**config.mk**
```make
export PLATFORM = sky130hd
export DESIGN_NAME = usb_in_endpoint_control
export DESIGN_NICKNAME = d
export VERILOG_FILES = /design/src/verilog/usb_in_ep_pkg.sv /design/src/verilog/usb_in_endpoint_control.sv /design/src/verilog/two_entry_buffer.sv
export SDC_FILE = /design/constraint.sdc
export NUM_CORES = 1
export LEC_CHECK = 0
export BUFFER_PORTS_ARGS = -buffer_cell sky130_fd_sc_hd__buf_2
export CORE_AREA = 4 4 249 202
export CTS_CLUSTER_DIAMETER = 100
export CTS_CLUSTER_SIZE = 12
export DETAILED_ROUTE_END_ITERATION = 16
export DIE_AREA = 0 0 253 206
export GPL_TIMING_DRIVEN = 0
export PLACE_DENSITY = 0.72
export SLEW_MARGIN = 15
export SYNTH_ARGS = -nofsm -noshare
export SYNTH_HDL_FRONTEND = slang
export SYNTH_SLANG_ARGS = --single-unit
```
**constraint.sdc**
```tcl
create_clock -name clk -period 5.5 [get_ports clk]
set_input_delay 0.275 -clock clk [delete_from_list [all_inputs] [get_ports clk]]
set_output_delay 0.275 -clock clk [all_outputs]
set_load 0.03 [all_outputs]
```
**src/verilog/usb_in_ep_pkg.sv**
```systemverilog
/*
 * constants, encodings and state type for the second endpoint's IN control logic.
 * assumes a byte-wide register port on the same clock as the packet engine.
 */
// Overview of operation
// - in/out control registers appear only while the index register selects this endpoint
// - writing one to high control bit 6 selects isochronous mode
// - with that bit zero, bulk and interrupt traffic share one identical path
// - interrupt on packet sent, flush of a non-empty fifo, or stall sent
// - an in token with a packet ready sends it, clears ready, interrupts
// - packet-ready with no bytes loaded sends a zero-length packet
// - while send-stall is one every in token outside isochronous mode gets a stall
// - each stall sets stall-sent and interrupts; firmware clears stall-sent
// - ready clears when a slot frees; double buffering clears it at once, silently
// - no interrupt for a nak or an underrun, only for sent data, a stall or a flush
// - force-toggle set flips the data toggle after every packet except an underrun zero-length, any handshake
// - force-toggle clear flips the data toggle only on host ack
// - isochronous token with nothing ready sends zero-length and sets underrun
// - with iso update on, new packets wait for the next start of frame
// - clear-toggle write of one zeroes the data toggle; reads as zero
// - flush write of one discards the next queued packet
package usb_in_ep_pkg;

	// ==========================================================
	// register offsets
	localparam logic [7:0] FUNC_CFG_ADDR = 8'h01;
	localparam logic [7:0] INDEX_ADDR = 8'h0e;
	localparam logic [7:0] IN_CTRL_LOW_ADDR = 8'h11;
	localparam logic [7:0] IN_CTRL_HIGH_ADDR = 8'h12;
	localparam logic [7:0] OUT_CTRL_LOW_ADDR = 8'h14;
	localparam logic [7:0] OUT_CTRL_HIGH_ADDR = 8'h15;
	localparam logic [7:0] EP0_RX_BYTE_COUNT_ADDR = 8'h16;
	localparam logic [7:0] EP_FIFO_ADDR = 8'h21;
	localparam logic [3:0] EP_INDEX_SEL = 4'h1;

	// ==========================================================
	// field positions
	localparam int TX_PACKET_READY_BIT = 0;
	localparam int FIFO_NOT_EMPTY_BIT = 1;
	localparam int UNDERRUN_BIT = 2;
	localparam int FLUSH_BIT = 3;
	localparam int SEND_STALL_BIT = 4;
	localparam int STALL_SENT_BIT = 5;
	localparam int CLEAR_TOGGLE_BIT = 6;
	localparam int FORCE_TOGGLE_BIT = 3;
	localparam int ISO_SELECT_BIT = 6;
	localparam int DOUBLE_BUF_BIT = 7;
	localparam int ISO_UPDATE_BIT = 7;

	// ==========================================================
	// reset values
	localparam logic [7:0] IN_CTRL_LOW_RESET = 8'h00;
	localparam logic [7:0] IN_CTRL_HIGH_RESET = 8'h00;
	localparam logic [7:0] OUT_CTRL_RESET = 8'h00;
	localparam logic [3:0] INDEX_RESET = 4'h0;
	localparam logic [7:0] EP0_RX_BYTE_COUNT_RESET = 8'h00;

	// ==========================================================
	// answer kinds towards the serial engine
	localparam logic [1:0] KIND_DATA = 2'h0;
	localparam logic [1:0] KIND_NAK = 2'h1;
	localparam logic [1:0] KIND_STALL = 2'h2;

	typedef enum logic [2:0] {
		ST_IDLE = 3'b001,
		ST_SEND = 3'b010,
		ST_WAIT = 3'b100
	} ep_state_t;

endpackage : usb_in_ep_pkg

```
**src/verilog/usb_in_endpoint_control.sv**
```systemverilog
/*
 * in-direction control of the second endpoint: registers, packet fifo,
 * token answers, toggle and interrupt pulse.
 * assumes the serial engine on the same clock gives one-cycle token/sof/ack/timeout pulses.
 */
// Design decision made here: the address-and-strobe port.
`timescale 1ns/1ps
module usb_in_endpoint_control
	import usb_in_ep_pkg::*;
#(
	parameter int FIFO_DEPTH = 64
) (
	input wire logic clk,
	input wire logic sys_rst,
	input wire logic [7:0] addr,
	input wire logic [7:0] wdata,
	input wire logic wr_en,
	input wire logic rd_en,
	output logic [7:0] rdata,
	input wire logic [6:0] ep0_count,
	input wire logic in_token,
	input wire logic sof_seen,
	input wire logic host_ack,
	input wire logic host_timeout,
	output logic tx_start,
	output logic [1:0] tx_kind,
	output logic tx_toggle,
	output logic tx_valid,
	output logic [7:0] tx_data,
	output logic tx_last,
	input wire logic tx_ready,
	output logic in_ep_irq,
	output logic [7:0] out_ctrl_low_reg,
	output logic [7:0] out_ctrl_high_reg
);

	localparam int AW = $clog2(FIFO_DEPTH);
	localparam logic [AW:0] DEPTH_CNT = (AW+1)'(FIFO_DEPTH);

	// ==========================================================
	// state
	ep_state_t state;
	logic [7:0] mem [FIFO_DEPTH];
	logic [AW:0] wr_ptr;
	logic [AW:0] rd_ptr;
	logic [AW:0] start_ptr;
	logic [AW:0] pending_len;
	logic [AW:0] remain;
	logic [AW:0] len_q [2];
	logic [1:0] pkt_count;
	logic [1:0] held_cnt;
	logic [3:0] ep_index;
	logic iso_update_en;
	logic send_stall;
	logic stall_sent;
	logic underrun_flag;
	logic flush_req;
	logic iso_mode;
	logic force_toggle;
	logic double_buf;
	logic data_toggle;
	logic buf_in_ready;

	// ==========================================================
	// register decode
	wire sel_ep = ep_index == EP_INDEX_SEL;
	wire wr_low = wr_en && sel_ep && addr == IN_CTRL_LOW_ADDR;
	wire wr_high = wr_en && sel_ep && addr == IN_CTRL_HIGH_ADDR;
	wire wr_outl = wr_en && sel_ep && addr == OUT_CTRL_LOW_ADDR;
	wire wr_outh = wr_en && sel_ep && addr == OUT_CTRL_HIGH_ADDR;
	wire wr_index = wr_en && addr == INDEX_ADDR;
	wire wr_cfg = wr_en && addr == FUNC_CFG_ADDR;
	wire [AW:0] used = wr_ptr - start_ptr;
	wire fifo_full = used == DEPTH_CNT;
	// a byte written into a full fifo is dropped, firmware must watch full
	wire wr_fifo = wr_en && addr == EP_FIFO_ADDR && !fifo_full;
	wire [1:0] slots = double_buf ? 2'd2 : 2'd1;
	wire commit = wr_low && wdata[TX_PACKET_READY_BIT] && pkt_count < slots;
	// ready reads one only while every slot is taken
	wire tx_packet_ready = pkt_count == slots;
	wire fifo_not_empty = pkt_count != 2'd0;
	wire [AW:0] wr_ptr_next = wr_ptr + {{AW{1'b0}}, wr_fifo};

	// ==========================================================
	// token decisions
	wire idle = state == ST_IDLE;
	wire tok = idle && in_token;
	wire sendable = pkt_count > held_cnt;
	// stall has no meaning for isochronous pipes
	wire do_stall = tok && send_stall && !iso_mode;
	wire do_data = tok && !do_stall && sendable;
	wire do_underrun = tok && !do_stall && !sendable && iso_mode;
	wire do_nak = tok && !do_stall && !sendable && !iso_mode;
	wire push = state == ST_SEND && remain != '0 && buf_in_ready;
	wire sent_last = push && remain == (AW+1)'(1);
	wire send_done = state == ST_SEND && (remain == '0 || sent_last);
	wire iso_done = send_done && iso_mode;
	wire acked = state == ST_WAIT && host_ack;
	wire missed = state == ST_WAIT && host_timeout;
	wire pop = iso_done || acked;
	wire do_flush = idle && flush_req && !tok;
	wire drop = do_flush && fifo_not_empty;
	wire retire = pop || drop;
	wire flip = force_toggle ? (iso_done || acked || missed) : acked;
	wire irq_event = pop || drop || do_stall;
	wire commit_idx = (pkt_count - {1'b0, retire}) != 2'd0;
	wire held_drop = drop && held_cnt == pkt_count;

	// ==========================================================
	// read mux
	wire [7:0] low_val = {1'b0, 1'b0, stall_sent, send_stall, flush_req,
		underrun_flag, fifo_not_empty, tx_packet_ready};
	wire [7:0] high_val = {double_buf, iso_mode, 2'b00, force_toggle, 3'b000};
	wire [7:0] rd_value =
		(addr == IN_CTRL_LOW_ADDR && sel_ep) ? low_val :
		(addr == IN_CTRL_HIGH_ADDR && sel_ep) ? high_val :
		(addr == OUT_CTRL_LOW_ADDR && sel_ep) ? out_ctrl_low_reg :
		(addr == OUT_CTRL_HIGH_ADDR && sel_ep) ? out_ctrl_high_reg :
		(addr == INDEX_ADDR) ? {4'h0, ep_index} :
		(addr == FUNC_CFG_ADDR) ? {iso_update_en, 7'h00} :
		(addr == EP0_RX_BYTE_COUNT_ADDR) ? {1'b0, ep0_count} : 8'h00;

	always_ff @(posedge clk) begin
		if (sys_rst) begin
			rdata <= 8'h00;
		end else begin
			rdata <= rd_en ? rd_value : 8'h00;
		end
	end

	// ==========================================================
	// control and status bits
	always_ff @(posedge clk) begin
		if (sys_rst) begin
			ep_index <= INDEX_RESET;
			iso_update_en <= 1'b0;
			send_stall <= IN_CTRL_LOW_RESET[SEND_STALL_BIT];
			iso_mode <= IN_CTRL_HIGH_RESET[ISO_SELECT_BIT];
			force_toggle <= IN_CTRL_HIGH_RESET[FORCE_TOGGLE_BIT];
			double_buf <= IN_CTRL_HIGH_RESET[DOUBLE_BUF_BIT];
			out_ctrl_low_reg <= OUT_CTRL_RESET;
			out_ctrl_high_reg <= OUT_CTRL_RESET;
		end else begin
			if (wr_index) begin
				ep_index <= wdata[3:0];
			end
			if (wr_cfg) begin
				iso_update_en <= wdata[ISO_UPDATE_BIT];
			end
			if (wr_low) begin
				send_stall <= wdata[SEND_STALL_BIT];
			end
			if (wr_high) begin
				iso_mode <= wdata[ISO_SELECT_BIT];
				force_toggle <= wdata[FORCE_TOGGLE_BIT];
				double_buf <= wdata[DOUBLE_BUF_BIT];
			end
			if (wr_outl) begin
				out_ctrl_low_reg <= wdata;
			end
			if (wr_outh) begin
				out_ctrl_high_reg <= wdata;
			end
		end
	end

	// hardware set beats a firmware clear in the same cycle for stall-sent and underrun; a clear-toggle write beats a toggle flip
	always_ff @(posedge clk) begin
		if (sys_rst) begin
			stall_sent <= IN_CTRL_LOW_RESET[STALL_SENT_BIT];
			underrun_flag <= IN_CTRL_LOW_RESET[UNDERRUN_BIT];
			flush_req <= IN_CTRL_LOW_RESET[FLUSH_BIT];
			data_toggle <= 1'b0;
		end else begin
			stall_sent <= do_stall || (stall_sent && !(wr_low && !wdata[STALL_SENT_BIT]));
			underrun_flag <= do_underrun ||
				(underrun_flag && !(wr_low && !wdata[UNDERRUN_BIT]));
			flush_req <= (wr_low && wdata[FLUSH_BIT]) || (flush_req && !do_flush);
			if (wr_low && wdata[CLEAR_TOGGLE_BIT]) begin
				data_toggle <= 1'b0;
			end else if (flip) begin
				data_toggle <= ~data_toggle;
			end
		end
	end

	// ==========================================================
	// packet queue
	always_ff @(posedge clk) begin
		if (sys_rst) begin
			wr_ptr <= '0;
			start_ptr <= '0;
			pending_len <= '0;
			pkt_count <= 2'd0;
			held_cnt <= 2'd0;
			len_q[0] <= '0;
			len_q[1] <= '0;
		end else begin
			wr_ptr <= wr_ptr_next;
			if (do_stall) begin
				// a stall empties the whole fifo, queued and partial
				start_ptr <= wr_ptr_next;
				pending_len <= '0;
				pkt_count <= 2'd0;
				held_cnt <= 2'd0;
			end else begin
				if (retire) begin
					start_ptr <= start_ptr + len_q[0];
					len_q[0] <= len_q[1];
				end
				if (commit) begin
					len_q[commit_idx] <= pending_len;
					pending_len <= '0;
				end else if (wr_fifo) begin
					pending_len <= pending_len + (AW+1)'(1);
				end
				pkt_count <= pkt_count + {1'b0, commit} - {1'b0, retire};
				if (sof_seen) begin
					held_cnt <= {1'b0, commit && iso_update_en};
				end else begin
					held_cnt <= held_cnt + {1'b0, commit && iso_update_en} - {1'b0, held_drop};
				end
			end
		end
	end

	always_ff @(posedge clk) begin
		if (wr_fifo) begin
			mem[wr_ptr[AW-1:0]] <= wdata;
		end
	end

	// ==========================================================
	// answer header and interrupt pulse
	// kind and toggle latch only on an accepted token, so they stand until the next one
	wire [1:0] next_kind = do_stall ? KIND_STALL : (do_nak ? KIND_NAK : KIND_DATA);

	always_ff @(posedge clk) begin
		if (sys_rst) begin
			tx_start <= 1'b0;
			tx_kind <= KIND_DATA;
			tx_toggle <= 1'b0;
			in_ep_irq <= 1'b0;
		end else begin
			tx_start <= tok;
			in_ep_irq <= irq_event;
			if (tok) begin
				tx_toggle <= data_toggle;
				tx_kind <= next_kind;
			end
		end
	end

	// ==========================================================
	// answer engine
	always_ff @(posedge clk) begin
		if (sys_rst) begin
			state <= ST_IDLE;
			rd_ptr <= '0;
			remain <= '0;
		end else begin
			unique case (state)
				ST_IDLE: begin
					if (do_data) begin
						state <= ST_SEND;
						rd_ptr <= start_ptr;
						remain <= len_q[0];
					end
				end
				ST_SEND: begin
					if (push) begin
						rd_ptr <= rd_ptr + (AW+1)'(1);
						remain <= remain - (AW+1)'(1);
					end
					if (send_done) begin
						// isochronous pipes expect no handshake
						state <= iso_mode ? ST_IDLE : ST_WAIT;
					end
				end
				ST_WAIT: begin
					if (acked || missed) begin
						state <= ST_IDLE;
						// a lost handshake leaves the packet queued for retry
						rd_ptr <= start_ptr;
					end
				end
			endcase
		end
	end

	// ==========================================================
	// output buffer: receiver stall holds the engine, no byte is lost
	two_entry_buffer #(
		.WIDTH(9)
	) u_out_buf (
		.clk(clk),
		.sys_rst(sys_rst),
		.in_valid(push),
		.in_ready(buf_in_ready),
		.in_data({sent_last, mem[rd_ptr[AW-1:0]]}),
		.out_valid(tx_valid),
		.out_ready(tx_ready),
		.out_data({tx_last, tx_data})
	);

endmodule : usb_in_endpoint_control

```
**src/verilog/two_entry_buffer.sv**
```systemverilog
/*
 * two-entry buffer with valid/ready on both sides.
 * assumes source and sink share clk; entries held in flip-flops.
 */
`timescale 1ns/1ps
module two_entry_buffer #(
	parameter int WIDTH = 9
) (
	input wire logic clk,
	input wire logic sys_rst,
	input wire logic in_valid,
	output logic in_ready,
	input wire logic [WIDTH-1:0] in_data,
	output logic out_valid,
	input wire logic out_ready,
	output logic [WIDTH-1:0] out_data
);

	logic [WIDTH-1:0] entry [2];
	logic wr_sel;
	logic rd_sel;
	logic [1:0] fill;
	wire do_in = in_valid && in_ready;
	wire do_out = out_valid && out_ready;

	// ==========================================================
	// handshakes
	assign in_ready = fill != 2'd2;
	assign out_valid = fill != 2'd0;
	assign out_data = entry[rd_sel];

	always_ff @(posedge clk) begin
		if (sys_rst) begin
			wr_sel <= 1'b0;
			rd_sel <= 1'b0;
			fill <= 2'd0;
		end else begin
			if (do_in) begin
				wr_sel <= ~wr_sel;
			end
			if (do_out) begin
				rd_sel <= ~rd_sel;
			end
			fill <= fill + {1'b0, do_in} - {1'b0, do_out};
		end
	end

	// data flops need no reset; valid guards them
	always_ff @(posedge clk) begin
		if (do_in) begin
			entry[wr_sel] <= in_data;
		end
	end

endmodule : two_entry_buffer

```
==> results.toml, run 1 <==
[setup_path]
worst-path-buf-inv = 4
r2r_end = "start_ptr[4]"
cp_slowest_cell = "a2111o_1"
crit_path_start_kind = "register"
cp_max_fo = 10
critPathKind = "register to register"
critical_path.max_stage_delay_ps = 520
worstPathCellList = "inv_1 -> ha_1 -> nor2b_4 -> or4_1 -> a2111o_1 -> o2111ai_4 -> buf_6 -> buf_12 -> inv_1 -> ha_1 -> ha_1 -> nand3_1 -> xor2_1 -> nor2_1 -> a221oi_1 -> nor2_1"
worst_setup_path_end_kind = "register"
rr_worst_depth = 16
path_delay_family = "compound AO/OA/AOI/OAI gates"
worst_path_most_repeated_cell = "ha_1"
r2r-start = "start_ptr[1]"
cp.required_ps = 5950
rrSetupSlack_ps = 1470
worstPathArrival_ps = 4490

[finish]
drive_above_1_share_pct = 20.0
nFillCells = 3559
layout.cells.non_filler = 2385
antenna_cells = 0
stdcell_area_um2 = 28900
fin_nets = 1790
syn_to_final_growth_pct = 11.0
largest_reg_flops = 512

[placed_design]
postPlaceCellArea_um2 = 27200
portBuffers = 67
place_inst = 2292
dp_hpwl_mm = 41.5
place.gp.congestion = 0.905

[synthesis]
async_flop_share_pct = 0
ys.flop_type = "edfxtp_1"
synth_area_um2 = 26100
ys_seq_area_share_pct = 69.9
synth_common_cells = "edfxtp_1, mux4_2, nor2_1"
synthDistinctLibCells = 78
synth_top_area_cell = "edfxtp_1"
postSynthCellCount = 1596
synth.most_common_cell = "edfxtp_1"
synth_warnings = 0
syn_nets = 1657
synth.area.top_cells = "edfxtp_1, mux4_2, dfxtp_1"
avgSynthCellArea_um2 = 16.3
synth_top_area_share_pct = 62.6
ys_ff_latch = 638
synth_edf_count = 544

[die]
dieHeight_um = 206
ios = 71
die_w_um = 253
start_util_pct = 54.4
fp.dieArea_um2 = 52100
rows = 72
core_area_um2 = 47900

[sta]
fin_crit_ps = 4030
skew_ps = 26.4
finalSetupViolCount = 0
fmax_mhz = 248
slew_headroom_pct = 32.3
grt_setup_unrepaired = "no"
hold_viol = 0
setup_tns_ps = 0
post-route-period-util_pct = 73.3
tightest_slew_ps = 1010
finalMaxSlewViolations = 0

[cts]
root_buffer = "clkbuf_16"
numCtsBuffers = 59
path_clk_slew_ps = 70
cts.sinks = 638
post_cts_resized = 0
insertion_delay_ps = 600
h-tree-depth = 2
cts_tree = "done"
clockBufferDepth = 3

[grt]
met1_usage_pct = 36.2
grt_pass1_vias = 14996
grtUsageMet3_pct = 5.05
grt_pass1_wl_mm = 95.0
grt_use_met2_pct = 37.2
gr-usage-all-layers_pct = 24.4
grt_max_degree = 70
grt_antenna_before_repair = 0
grt_remaining_overflow = 0
grt-busiest-layer = "met2"

[hold_path]
hold_depth = 3
min_from = "in_token"
min_to = "tx_start"
hold_path_class = "input pin to register"

[route]
drc_errors = 0
post_drt_via_cell_ratio = 6.41
drt_iter0_markers = 1665
vias = 15277
postRouteAntennaNets = 0
dr.pass1.iters = 5
wirelength_mm = 63.2
wire_per_inst_um = 26.5

[power]
powerDensity_nw_per_um2 = 319
power.leakage_uw = 0.00912
ir_drop_v = 0.000249

[outcome]
status = "finished clean"

[job]
drv_cap = 0
[worst max-delay path by stage]
stage,start,to,slack (ps),cells past startpoint
floorplan,start_ptr[1],start_ptr[4],2090,16
global placement,start_ptr[1],start_ptr[4],1650,16
detailed placement,start_ptr[1],start_ptr[4],1530,16
CTS,start_ptr[1],start_ptr[4],1500,16
global route,start_ptr[1],start_ptr[4],1270,16
finish,start_ptr[1],start_ptr[4],1470,16
[through the flow]
stage | hold slack, ps | utilization (%) | worst slack, ps | total power, uW
after floorplan | 352 | - | 2090 | 5510
after global placement | 447 | 56.8 | 1650 | 5640
after detailed placement | 455 | 56.8 | 1530 | 5650
after CTS | 21.8 | 60.3 | 1500 | 9250
after global routing | 63.1 | 60.4 | 1270 | 9480
final | 46.2 | 60.4 | 1470 | 9220
[power by group]
group	total, uW	switching [uW]	internal, uW
Combinational	282	199	83.0
Sequential	5270	12.1	5250
Clock	3670	1690	1980
[repair_timing]
action	CTS	global route
setup buffers	0	0
endpoints found under the setup margin	0	0
hold endpoints to repair	6	0
hold buffers	5	0
[worst register-to-register path, cell delays in order, from the launching register on]
cell and delay, ps:
dfxtp_1 420, inv_1 120, ha_1 310, nor2b_4 130, or4_1 470, a2111o_1 520
o2111ai_4 360, buf_6 210, buf_12 170, inv_1 60, ha_1 200, ha_1 230
nand3_1 100, xor2_1 220, nor2_1 70, a221oi_1 240, nor2_1 70
[layer usage]
layer  routed length, um  part of all wire (%)
met4                1810                   2.9
met5                   0                     0
met3                6320                    10
met2               28900                    46
met1               26200                    41
[cell families (layout without fill, tap and decap cells)]
family | Yosys count | after routing | share of synthesized area (%)
buf+inv | 113 | 273 | 1.94
fa+ha+maj | 29 | 29 | 1.42
compound gates | 242 | 242 | 6.00
simple gates | 398 | 398 | 7.84
xor+xnor | 17 | 17 | 0.571
flops | 638 | 638 | 69.9
mux | 159 | 159 | 12.4
[final cells by class]
class | instances | area, um^2 | share of cell area (%)
Clock inverter | 3 | 36.3 | 0.125
Tap cell | 629 | 787 | 2.72
Multi-Input combinational cell | 845 | 7390 | 25.5
Inverter | 30 | 113 | 0.389
Sequential cell | 638 | 18200 | 62.9
Buffer | 83 | 394 | 1.36
Clock buffer | 85 | 1600 | 5.51
Timing Repair Buffer | 72 | 405 | 1.40
[cells in the final DEF, fill, tap and decap left out, types with 4 or more instances in the layout]
cell type / instances
and3_1: 10
xor2_1: 9
o21ai_0: 50
edfxtp_1: 544
a211oi_1: 17
buf_2: 86
dlygate4sd3_1: 5
o22ai_1: 16
nand2_1: 77
or3_1: 16
clkbuf_1: 66
o221ai_1: 6
mux2_2: 17
mux2i_1: 13
nand2b_1: 30
dfxtp_1: 94
buf_4: 13
a21o_1: 5
ha_1: 28
nor3b_1: 5
or3_2: 6
xnor2_1: 8
or3b_2: 6
inv_1: 30
a221oi_1: 10
and2_1: 15
nor2_1: 108
nor3_1: 21
nand3_1: 35
a21oi_1: 79
or2_2: 7
mux4_2: 129
or4_1: 5
clkbuf_16: 60
o32ai_1: 4
nor3_2: 9
buf_1: 7
a22oi_1: 25
nor2b_1: 25
Note: power is estimated with default switching activity, not from simulation.
==> inputs of run 2 (changes only) <==
==> constraint.sdc (replaced) <==
create_clock -name clk -period 4.1 [get_ports clk]
set_input_delay 0.205 -clock clk [delete_from_list [all_inputs] [get_ports clk]]
set_output_delay 0.205 -clock clk [all_outputs]
set_load 0.03 [all_outputs]
==> results.toml, run 2 (synthesized netlist as in run 1, its figures left out) <==
[sta]
fmax_mhz = 259
tightest_slew_ps = 999
slew_headroom_pct = 33.1
finalMaxSlewViolations = 0
finalSetupViolCount = 0
fin_crit_ps = 3860
hold_viol = 0
skew_ps = 32.3
setup_tns_ps = 0
grt_setup_unrepaired = "no"
post-route-period-util_pct = 94.2

[finish]
ff_latch_area_um2 = 18200
antenna_cells = 0
fin_nets = 1795
layout_commonest_cell = "edfxtp_1"
layout.cells.non_filler = 2390
drive_above_1_share_pct = 20.0
nFillCells = 3555
multi_input_area_um2 = 7390
syn_to_final_growth_pct = 11.2
mostFrequentLayoutCells = "edfxtp_1, mux4_2, nor2_1, dfxtp_1, buf_2"
largest_reg_flops = 512

[cts]
root_buffer = "clkbuf_16"
cts_tree = "done"
cts.sinks = 638
h-tree-depth = 2
path_clk_slew_ps = 70
insertion_delay_ps = 610
clockBufferDepth = 3
post_cts_resized = 0
numCtsBuffers = 59

[die]
rows = 72
core_area_um2 = 47900
die_w_um = 253
fp.dieArea_um2 = 52100
start_util_pct = 54.4
dieHeight_um = 206
ios = 71

[power]
power.leakage_uw = 0.00914
powerDensity_nw_per_um2 = 427
ir_drop_v = 0.000338

[setup_path]
crit_start = "start_ptr[1]"
cp_max_fo = 10
r2r_end = "start_ptr[4]"
rr_worst_depth = 16
worstPathArrival_ps = 4320
r2r-start = "start_ptr[1]"
crit_path_start_kind = "register"
cp.required_ps = 4560
rrSetupSlack_ps = 240
worst_setup_path_end_kind = "register"
critPathKind = "register to register"
crit_path_end = "start_ptr[4]"

[grt]
gr-usage-all-layers_pct = 24.4
grt_remaining_overflow = 0
grt_max_degree = 70
grt_pass1_wl_mm = 95.1
grt_pass1_vias = 15023
grt_antenna_before_repair = 0

[placed_design]
place_inst = 2292
dp_hpwl_mm = 41.5
portBuffers = 67
place.gp.congestion = 0.905

[route]
postRouteAntennaNets = 0
wire_per_inst_um = 26.5
vias = 15381
dr.max_layer_used = "met4"
drt_iter0_markers = 1647
dr.pass1.iters = 6
post_drt_via_cell_ratio = 6.44
drc_errors = 0
wl_met1_mm = 26.3
wl_met2_mm = 29.0
wl_met3_mm = 6.20
wirelength_mm = 63.4

[outcome]
status = "finished clean"

[hold_path]
min_from = "addr[3]"
hold_path_class = "input pin to register"

[job]
drv_cap = 0
run 2: layout make-up:
type | count | share of cell area (%)
flip-flops and latches | 638 | 62.8
multi-input cells | 845 | 25.5
clock buffers | 85 | 5.50
well taps | 629 | 2.71
repair buffers | 77 | 1.56
plain buffers | 83 | 1.36
inverters | 30 | 0.388
clock inverters | 3 | 0.125
run 2: routing by layer:
metal,GRT usage [%],vias to the layer above
met5,0,-
met4,7.27,0
met3,5.05,116
met2,37.2,816
met1,36.2,7892
li1,-,6557
run 2: metrics by stage:
stage / util (%) / setup slack (ps) / area (um^2) / power, uW / hold slack (ps)
after floorplan: - / 687 / 26100 / 7400 / 282
after CTS: 60.4 / 98.0 / 29000 / 12400 / 11.7
final: 60.5 / 236 / 29000 / 12400 / 33.2
after global routing: 60.5 / 30.5 / 29000 / 12700 / 54.0
after global placement: 56.8 / 248 / 27200 / 7560 / 406
after detailed placement: 56.8 / 133 / 27200 / 7580 / 416
run 2: how the worst min path moves through the flow:
stage,end,slack [ps],cells past startpoint
finish,rdata[7],30,4
global route,rdata[7],50,4
CTS,rdata[7],10,4
detailed placement,held_cnt[1],420,2
global placement,held_cnt[1],410,2
floorplan,held_cnt[1],280,1
run 2: critical path, stage by stage, from the launching register on:
cell       delay [ps]
dfxtp_1           420
inv_1             120
ha_1              310
nor2b_4           130
or4_1             470
a2111o_1          470
o2111ai_4         260
buf_6             190
buf_12            170
inv_1              50
ha_1              190
ha_1              230
nand3_1           100
xor2_1            220
nor2_1             70
a221oi_1          230
nor2_1             70
run 2: repair_timing:
action                                  CTS  global route
hold buffers                              9             0
setup buffers                             0             1
endpoints found under the setup margin    0             3
endpoints found under the hold margin     8             0
run 2: power by group:
part           internal [uW]  switching [uW]  leakage (uW)  total (uW)
Combinational            113             267       0.00269         380
Sequential              7050            16.4       0.00566        7060
Clock                   2660            2260      0.000786        4920
